[src/core/irq_dispatch_regs.svh]
// Purpose: named constants for the vectored interrupt dispatch block
// Assumes: 32-bit AXI4-Lite register words, 15-bit program counter
// Notes:   offsets are byte addresses
`ifndef IRQ_DISPATCH_REGS_SVH
`define IRQ_DISPATCH_REGS_SVH

`define NUM_SRC          12
`define PC_W             15
`define OFS_ENABLE       8'h00
`define OFS_PENDING      8'h04
`define OFS_STATUS_WORD  8'h08
`define OFS_PEND_SET     8'h0c
`define STAT_IRQ_EN_BIT  0
`define STAT_TRAP_BIT    1
`define STAT_BUSY_BIT    2
`define ENTRY_ADDR       15'h00ff
`define ACK_CYCLES       3'h7
`define ACK_LAST         3'h6
`define VEC_TRAP         8'hfe
`define VEC_DEFAULT      8'he0
`define PAGE_LAST        8'hff
`define PAGE_ONE         7'h01
`define RESP_OKAY        2'h0
`define RESP_SLVERR      2'h2
// table slot of each maskable source, source 0 ranks highest;
// vector low byte is e0 plus twice the slot
`define SRC_SLOTS {4'h1, 4'h2, 4'h3, 4'h4, 4'h5, 4'h6, \
                   4'h7, 4'h9, 4'ha, 4'hb, 4'hc, 4'hd}

`endif

[src/core/irq_dispatch_pkg.sv]
// Purpose: types shared by the vectored interrupt dispatch block
// Assumes: included constants header
// Notes:   source order follows arbitration rank, highest first
package irq_dispatch_pkg;

  typedef enum logic [1:0] {
    ST_IDLE,
    ST_ACK,
    ST_VEC_HI,
    ST_VEC_LO
  } disp_state_e;

  // bit index of each maskable source in enable and pending words
  typedef enum logic [3:0] {
    SRC_EXTERNAL_IRQ_PIN,
    SRC_IDLE_TIMER,
    SRC_TIMER1_CAPTURE_A,
    SRC_TIMER1_CAPTURE_B,
    SRC_SYNC_SERIAL,
    SRC_USART_RX,
    SRC_USART_TX,
    SRC_TIMER2_CAPTURE_A,
    SRC_TIMER2_CAPTURE_B,
    SRC_TIMER3_CAPTURE_A,
    SRC_TIMER3_CAPTURE_B,
    SRC_PORT_WAKE
  } src_id_e;

endpackage : irq_dispatch_pkg

[src/core/vectored_interrupt_dispatch.sv]
// Purpose: interrupt gating, acknowledge sequence and vectored dispatch
// Assumes: core strobes are one-cycle pulses on aclk; program memory
//          answers a byte read one cycle after the request
// Notes:   one instruction cycle is one aclk cycle here
`timescale 1ns/100ps
`include "irq_dispatch_regs.svh"

module vectored_interrupt_dispatch
  import irq_dispatch_pkg::*;
(
  input  wire logic                  aclk,
  input  wire logic                  aresetn,
  input  wire logic [7:0]            s_axi_awaddr,
  input  wire logic                  s_axi_awvalid,
  output logic                       s_axi_awready,
  input  wire logic [31:0]           s_axi_wdata,
  input  wire logic [3:0]            s_axi_wstrb,
  input  wire logic                  s_axi_wvalid,
  output logic                       s_axi_wready,
  output logic [1:0]                 s_axi_bresp,
  output logic                       s_axi_bvalid,
  input  wire logic                  s_axi_bready,
  input  wire logic [7:0]            s_axi_araddr,
  input  wire logic                  s_axi_arvalid,
  output logic                       s_axi_arready,
  output logic [31:0]                s_axi_rdata,
  output logic [1:0]                 s_axi_rresp,
  output logic                       s_axi_rvalid,
  input  wire logic                  s_axi_rready,
  input  wire logic [`NUM_SRC-1:0]   src_event,
  input  wire logic                  instr_start,
  input  wire logic                  instr_skipped,
  input  wire logic                  boot_exec,
  input  wire logic [`PC_W-1:0]      next_pc,
  input  wire logic                  trap_opcode,
  input  wire logic                  clear_trap_pending_instruction,
  input  wire logic                  return_and_reenable_instruction,
  input  wire logic                  vector_dispatch_instruction,
  input  wire logic [`PC_W-1:0]      dispatch_pc,
  input  wire logic [7:0]            mem_rd_data,
  output logic                       ack_busy,
  output logic                       push_valid,
  output logic [`PC_W-1:0]           push_addr,
  output logic                       pop_req,
  output logic                       pc_load,
  output logic [`PC_W-1:0]           pc_value,
  output logic                       mem_rd_en,
  output logic [`PC_W-1:0]           mem_rd_addr,
  output logic                       irq_request
);

  localparam logic [4*`NUM_SRC-1:0] SLOTS = `SRC_SLOTS;

  disp_state_e              state_reg, state_next;
  logic [2:0]               cnt_reg, cnt_next;
  logic [`NUM_SRC-1:0]      enable_reg, enable_next;
  logic [`NUM_SRC-1:0]      pending_reg, pending_next;
  logic                     global_irq_enable_reg, global_irq_enable_next;
  logic                     trap_reg, trap_next;
  logic                     push_valid_next, pop_req_next;
  logic [`PC_W-1:0]         push_addr_next;
  logic                     pc_load_next;
  logic [`PC_W-1:0]         pc_value_next;
  logic                     mem_rd_en_next;
  logic [`PC_W-1:0]         mem_rd_addr_next;
  logic [6:0]               vec_hi_reg, vec_hi_next;

  logic                     aw_held_reg, aw_held_next;
  logic [7:0]               aw_addr_reg, aw_addr_next;
  logic                     w_held_reg, w_held_next;
  logic [31:0]              w_data_reg, w_data_next;
  logic [3:0]               w_strb_reg, w_strb_next;
  logic                     bvalid_next;
  logic [1:0]               bresp_next;
  logic                     rvalid_next;
  logic [1:0]               rresp_next;
  logic [31:0]              rdata_next;

  logic [`NUM_SRC-1:0]      active;
  logic                     maskable_req;
  logic                     take_ack;
  logic [7:0]               vec_low;
  logic [6:0]               vec_page;
  logic                     wr_fire;
  logic [31:0]              wr_val;

  // combinational gating, so a fresh enable acts in the same cycle
  assign active       = enable_reg & pending_reg;
  assign maskable_req = (|active) & global_irq_enable_reg
                        & ~trap_reg;
  assign irq_request  = maskable_req & ~boot_exec;

  // trap opcode acknowledges regardless of mask; trap can nest on trap
  assign take_ack = (state_reg == ST_IDLE) & instr_start & ~instr_skipped
                    & ~boot_exec
                    & (trap_opcode | maskable_req);

  // arbitration: scan from lowest rank up so highest rank wins
  always_comb begin
    vec_low = `VEC_DEFAULT;
    for (int i = `NUM_SRC - 1; i >= 0; i--) begin
      if (active[i]) begin
        vec_low = {3'h7, SLOTS[4*i +: 4], 1'b0};
      end
    end
    if (trap_reg) begin
      vec_low = `VEC_TRAP;
    end
  end

  // dispatch at a block's last byte reads the following block's table
  always_comb begin
    if (dispatch_pc[7:0] == `PAGE_LAST) begin
      vec_page = dispatch_pc[14:8] + `PAGE_ONE;
    end else begin
      vec_page = dispatch_pc[14:8];
    end
  end

  assign wr_fire = aw_held_reg & w_held_reg & ~s_axi_bvalid;
  always_comb begin
    for (int b = 0; b < 4; b++) begin
      wr_val[8*b +: 8] = w_strb_reg[b] ? w_data_reg[8*b +: 8] : 8'h00;
    end
  end

  always_comb begin
    state_next       = state_reg;
    cnt_next         = cnt_reg;
    enable_next      = enable_reg;
    pending_next     = pending_reg;
    global_irq_enable_next = global_irq_enable_reg;
    trap_next        = trap_reg;
    push_valid_next  = 1'b0;
    push_addr_next   = push_addr;
    pop_req_next     = 1'b0;
    pc_load_next     = 1'b0;
    pc_value_next    = pc_value;
    mem_rd_en_next   = 1'b0;
    mem_rd_addr_next = mem_rd_addr;
    vec_hi_next      = vec_hi_reg;

    // software register writes; hardware sets below win over clears
    if (wr_fire) begin
      unique case (aw_addr_reg)
        `OFS_ENABLE: enable_next = wr_val[`NUM_SRC-1:0];
        `OFS_PENDING: pending_next = pending_reg & ~wr_val[`NUM_SRC-1:0];
        `OFS_PEND_SET: pending_next = pending_reg | wr_val[`NUM_SRC-1:0];
        `OFS_STATUS_WORD: begin
          if (w_strb_reg[0]) begin
            global_irq_enable_next = w_data_reg[`STAT_IRQ_EN_BIT];
          end
        end
        default: ;
      endcase
    end
    // events during boot still set pending; repeats merge and are lost
    pending_next = pending_next | src_event;

    if (clear_trap_pending_instruction) begin
      trap_next = 1'b0;
    end
    if (return_and_reenable_instruction) begin
      global_irq_enable_next = 1'b1;
      pop_req_next = 1'b1;
    end

    unique case (state_reg)
      ST_IDLE: begin
        if (take_ack) begin
          state_next      = ST_ACK;
          cnt_next        = 3'h0;
          push_valid_next = 1'b1;
          push_addr_next  = next_pc;
          if (trap_opcode) begin
            trap_next = 1'b1;
          end else begin
            global_irq_enable_next = 1'b0;
          end
        end else if (vector_dispatch_instruction) begin
          state_next       = ST_VEC_HI;
          mem_rd_en_next   = 1'b1;
          mem_rd_addr_next = {vec_page, vec_low};
        end
      end
      ST_ACK: begin
        cnt_next = cnt_reg + 3'h1;
        // load is registered: issue it early so it lands in the last busy cycle
        if (cnt_reg == `ACK_LAST - 3'h2) begin
          pc_load_next  = 1'b1;
          pc_value_next = `ENTRY_ADDR;
        end
        if (cnt_reg == `ACK_LAST - 3'h1) begin
          state_next = ST_IDLE;
        end
      end
      ST_VEC_HI: begin
        state_next       = ST_VEC_LO;
        mem_rd_en_next   = 1'b1;
        mem_rd_addr_next = mem_rd_addr + 15'h0001;
      end
      ST_VEC_LO: begin
        if (!mem_rd_en) begin
          state_next    = ST_IDLE;
          pc_load_next  = 1'b1;
          pc_value_next = {vec_hi_reg, mem_rd_data};
        end else begin
          vec_hi_next = mem_rd_data[6:0];
        end
      end
    endcase
  end

  always_ff @(posedge aclk) begin
    if (!aresetn) begin
      state_reg   <= ST_IDLE;
      cnt_reg     <= 3'h0;
      enable_reg  <= '0;
      pending_reg <= '0;
      global_irq_enable_reg <= 1'b0;
      trap_reg    <= 1'b0;
      push_valid  <= 1'b0;
      push_addr   <= '0;
      pop_req     <= 1'b0;
      pc_load     <= 1'b0;
      pc_value    <= '0;
      mem_rd_en   <= 1'b0;
      mem_rd_addr <= '0;
      vec_hi_reg  <= 7'h00;
    end else begin
      state_reg   <= state_next;
      cnt_reg     <= cnt_next;
      enable_reg  <= enable_next;
      pending_reg <= pending_next;
      global_irq_enable_reg <= global_irq_enable_next;
      trap_reg    <= trap_next;
      push_valid  <= push_valid_next;
      push_addr   <= push_addr_next;
      pop_req     <= pop_req_next;
      pc_load     <= pc_load_next;
      pc_value    <= pc_value_next;
      mem_rd_en   <= mem_rd_en_next;
      mem_rd_addr <= mem_rd_addr_next;
      vec_hi_reg  <= vec_hi_next;
    end
  end

  // busy covers only the six cycles in ST_ACK, not the acknowledge cycle taken in idle
  assign ack_busy = (state_reg == ST_ACK);

  // axi4-lite slave: address and data latched in either order
  assign s_axi_awready = ~aw_held_reg;
  assign s_axi_wready  = ~w_held_reg;
  assign s_axi_arready = ~s_axi_rvalid;

  always_comb begin
    aw_held_next = aw_held_reg;
    aw_addr_next = aw_addr_reg;
    w_held_next  = w_held_reg;
    w_data_next  = w_data_reg;
    w_strb_next  = w_strb_reg;
    bvalid_next  = s_axi_bvalid;
    bresp_next   = s_axi_bresp;
    rvalid_next  = s_axi_rvalid;
    rresp_next   = s_axi_rresp;
    rdata_next   = s_axi_rdata;
    if (s_axi_awvalid && s_axi_awready) begin
      aw_held_next = 1'b1;
      aw_addr_next = s_axi_awaddr;
    end
    if (s_axi_wvalid && s_axi_wready) begin
      w_held_next = 1'b1;
      w_data_next = s_axi_wdata;
      w_strb_next = s_axi_wstrb;
    end
    if (wr_fire) begin
      aw_held_next = 1'b0;
      w_held_next  = 1'b0;
      bvalid_next  = 1'b1;
      unique case (aw_addr_reg)
        `OFS_ENABLE, `OFS_PENDING, `OFS_PEND_SET,
        `OFS_STATUS_WORD: bresp_next = `RESP_OKAY;
        default: bresp_next = `RESP_SLVERR;
      endcase
    end else if (s_axi_bvalid && s_axi_bready) begin
      bvalid_next = 1'b0;
    end
    if (s_axi_arvalid && s_axi_arready) begin
      rvalid_next = 1'b1;
      rresp_next  = `RESP_OKAY;
      rdata_next  = 32'h0000_0000;
      unique case (s_axi_araddr)
        `OFS_ENABLE: rdata_next[`NUM_SRC-1:0] = enable_reg;
        `OFS_PENDING: rdata_next[`NUM_SRC-1:0] = pending_reg;
        `OFS_PEND_SET: rdata_next[`NUM_SRC-1:0] = pending_reg;
        `OFS_STATUS_WORD: begin
          rdata_next[`STAT_IRQ_EN_BIT] = global_irq_enable_reg;
          rdata_next[`STAT_TRAP_BIT] = trap_reg;
          rdata_next[`STAT_BUSY_BIT] = (state_reg != ST_IDLE);
        end
        default: rresp_next = `RESP_SLVERR;
      endcase
    end else if (s_axi_rvalid && s_axi_rready) begin
      rvalid_next = 1'b0;
    end
  end

  always_ff @(posedge aclk) begin
    if (!aresetn) begin
      aw_held_reg  <= 1'b0;
      aw_addr_reg  <= 8'h00;
      w_held_reg   <= 1'b0;
      w_data_reg   <= 32'h0000_0000;
      w_strb_reg   <= 4'h0;
      s_axi_bvalid <= 1'b0;
      s_axi_bresp  <= `RESP_OKAY;
      s_axi_rvalid <= 1'b0;
      s_axi_rresp  <= `RESP_OKAY;
      s_axi_rdata  <= 32'h0000_0000;
    end else begin
      aw_held_reg  <= aw_held_next;
      aw_addr_reg  <= aw_addr_next;
      w_held_reg   <= w_held_next;
      w_data_reg   <= w_data_next;
      w_strb_reg   <= w_strb_next;
      s_axi_bvalid <= bvalid_next;
      s_axi_bresp  <= bresp_next;
      s_axi_rvalid <= rvalid_next;
      s_axi_rresp  <= rresp_next;
      s_axi_rdata  <= rdata_next;
    end
  end

endmodule : vectored_interrupt_dispatch

[config.mk]
export PLATFORM = sky130hd
export DESIGN_NAME = vectored_interrupt_dispatch
export DESIGN_NICKNAME = d
export VERILOG_FILES = /design/src/core/irq_dispatch_pkg.sv /design/src/core/vectored_interrupt_dispatch.sv
export VERILOG_INCLUDE_DIRS = /design/src /design/src/core
export SDC_FILE = /design/constraint.sdc
export NUM_CORES = 1
export LEC_CHECK = 0
export BUFFER_PORTS_ARGS = -buffer_cell sky130_fd_sc_hd__buf_2
export CORE_MARGIN = 2
export CORE_UTILIZATION = 50
export CTS_CLUSTER_DIAMETER = 100
export DETAILED_ROUTE_END_ITERATION = 10
export HOLD_SLACK_MARGIN = 0.03
export PLACE_DENSITY_LB_ADDON = 0.3
export SLEW_MARGIN = 0
export SYNTH_ARGS = -nofsm -noshare
export SYNTH_HDL_FRONTEND = slang
export SYNTH_SLANG_ARGS = --single-unit
[constraint.sdc]
create_clock -name aclk -period 2.6 [get_ports aclk]
set_input_delay 0.26 -clock aclk [delete_from_list [all_inputs] [get_ports aclk]]
set_output_delay 0.26 -clock aclk [all_outputs]
set_load 0.05 [all_outputs]
==> metrics.cfg <==
[route]
dr_total_vias = 5639
antenna_left = 0
viasPerCell = 5.54
drt_wl_total_um = 14400
drtIter0Drc = 337
firstDrtPassIters = 5
drc_errors = 0
wl_per_cell_um = 14.2

[worst_setup_path]
path_class = register to output pin
crit_path_start_kind = register
rr_endpoint = mem_rd_addr[12]
crit_arrival_ns = 2.08
critPathRequiredTime_ns = 2.34
r2r_slack_ns = 0.34
r2r_cells = 5
crit_fanout = 5
r2r_start = pending_reg[2]
cp-end-kind = output pin

[power]
report.power.total_uw = 5030
power_density_nw_per_um2 = 712
p_leak_uw = 0.00298
peakVddDrop_mv = 0.515

[sta]
tightestPinTransition_ns = 0.927
whs_ns = 0.0770
rsz0062_at_grt = false
hold_viol_final = 0
min_period_over_period_pct = 90.0
fmax_ghz = 0.427
clock_skew_ns = 0.00971
fin_crit_ns = 2.34
finalSetupTns_ns = 0
slew_violations = 0
slew_headroom_pct = 38.1
final-setup-viol-count = 0

[placement]
hpwl_um = 10600
placed_area_um2 = 6540
gp_congestion = 0.901
io_buffers = 163

[clock_network]
cts_tree = done
clock_sinks = 127
cts_resized = 0
cts_made_buffers = 17
clk_path_buf_depth = 2
cts-htree-levels = 4
root_buffer = clkbuf_16
clk_latency_ns = 0.42
clk_pin_slew_ns = 0.05

[die]
die-area_um2 = 12300
core_um2 = 11300
rows = 39
io_pins = 208
die_x_um = 111
start_util_pct = 50.8
die_y_um = 111

[yosys]
ys_seq_area_share_pct = 44.4
synthCells = 714
ys_types = 58
syn_area_um2 = 5720
synth-seq-cells = 127
synthArstFlopShare_pct = 0
yosys_warnings = 0
synth_enable_flop_cells = 0
ys.flop_type = dfxtp_1
syn_area_per_cell_um2 = 8.01

[final_layout]
fin_nets = 985
finalInstanceArea_um2 = 7060
postLayoutCoreUtil_pct = 62.6
syn_to_final_growth_pct = 23.4
antenna-diode-count = 0
drive_above_1_share_pct = 24.3
top_regs = mem_rd_addr (15), pc_value (15), push_addr (15)

[worst_hold_path]
worstHoldEndpoint = pop_req
min_from = return_and_reenable_instruction
min_path_cells = 3
hp-class = input pin to register

[global_route]
grt.overflow.total = 0
track_usage_pct = 23.5
grt_max_degree = 54
antenna_found_initial = 0
grt_first_pass_wirelength_um = 24000
grt_pass1_vias = 5295

[run_status]
outcome = finished, final reports clean

[flow_run]
maxCapViolCount = 0

==> critical path, stage by stage, from the launching register on <==
cell      delay [ns]
dfxtp_1         0.34
a222oi_1        0.62
nand2_1         0.11
nor3_1          0.29
nor3_1          0.09
buf_2           0.22
==> cells in the mapped netlist, types with 4 or more instances <==
| master | count | area share [%] |
|---|---|---|
| buf_2 | 8 | 0.70 |
| nand2_1 | 118 | 7.7 |
| a221oi_1 | 12 | 1.8 |
| mux2i_1 | 12 | 2.1 |
| a21oi_1 | 76 | 6.6 |
| and3_1 | 5 | 0.55 |
| and2_1 | 6 | 0.66 |
| nor4_1 | 7 | 0.77 |
| ha_1 | 5 | 1.1 |
| a22o_1 | 4 | 0.61 |
| nor2b_1 | 5 | 0.55 |
| o21ai_0 | 12 | 1.0 |
| buf_1 | 4 | 0.26 |
| nand4_1 | 7 | 0.77 |
| buf_4 | 23 | 3.0 |
| a31oi_1 | 5 | 0.55 |
| inv_1 | 12 | 0.79 |
| nor3_1 | 49 | 4.3 |
| a211oi_1 | 16 | 2.1 |
| nand2b_1 | 8 | 0.87 |
| dfxtp_1 | 127 | 44 |
| xor2_1 | 8 | 1.2 |
| nand3_1 | 49 | 4.3 |
| clkbuf_1 | 28 | 1.8 |
| nor2_1 | 63 | 4.1 |
==> placed cells by master (no fill, tap or decap), types with 4 or more instances in the layout <==
cell type and n:
buf_2 163, dfxtp_1 127, nand2_1 118, a21oi_1 76, nor2_1 63, nor3_1 49
nand3_1 49, conb_1 22, clkbuf_16 17, a211oi_1 16, inv_1 12, o21ai_0 12
mux2i_1 12, a221oi_1 12, buf_4 9, nand2b_1 8, xor2_1 8, nand4_1 7
nor4_1 7, clkinv_2 6, and2_1 6, and3_1 5, nor2b_1 5, a31oi_1 5
ha_1 5, a22o_1 4, clkbuf_1 4
==> metrics by stage <==
step / cells / setup WS, ns
6_report: 1018 / 0.259
3_3_place_gp: 987 / 0.452
2_1_floorplan: 735 / 0.637
3_5_place_dp: 987 / 0.383
5_1_grt: 1018 / 0.0550
4_1_cts: 1018 / 0.230
==> routing by layer <==
| metal | wire length [um] | global-route usage, % |
|---|---|---|
| met3 | 1020 | 6.67 |
| met1 | 6080 | 28.0 |
| met4 | 490 | 12.3 |
| met2 | 6820 | 38.7 |
| met5 | 0 | 0 |
==> what timing repair did <==
item / CTS / global route
endpoints found under the hold margin: 1 / 0
buffers inserted: 0 / 0
hold buffers: 1 / 0
endpoints found under the setup margin: 0 / 0
==> kinds of logic (layout without fill, tap and decap cells) <==
family	count (synthesis)	count (layout)	synth area share (%)
simple gates	328	328	26.5
buf+inv	77	217	6.87
fa+ha+maj	5	5	1.09
mux	13	13	2.30
other cells	1	22	0.0655
compound gates	154	154	17.4
flops	127	127	44.4
xor+xnor	9	9	1.38
==> worst max path at each step <==
stage,start,endpoint,slack (ns),depth (start not counted)
detailed placement,pending_reg[2],mem_rd_addr[3],0.38,5
floorplan,pending_reg[9],irq_request,0.64,4
global route,pending_reg[2],irq_request,0.05,5
CTS,pending_reg[2],irq_request,0.23,5
finish,pending_reg[2],irq_request,0.26,5
global placement,pending_reg[2],mem_rd_addr[2],0.45,5
==> layout make-up <==
type                    count  area [um2]
flip-flops and latches    127        2540
well taps                 143         179
fillers                  1027        4210
multi-input cells         531        2870
clock inverters             7        40.0
inverters                  13        50.0
repair buffers            174         913
clock buffers              23         468
==> where the power goes <==
group | internal, uW | switching [uW]
Clock | 1240 | 791
Sequential | 2050 | 106
Combinational | 242 | 589
(Power assumes the default switching activity.)
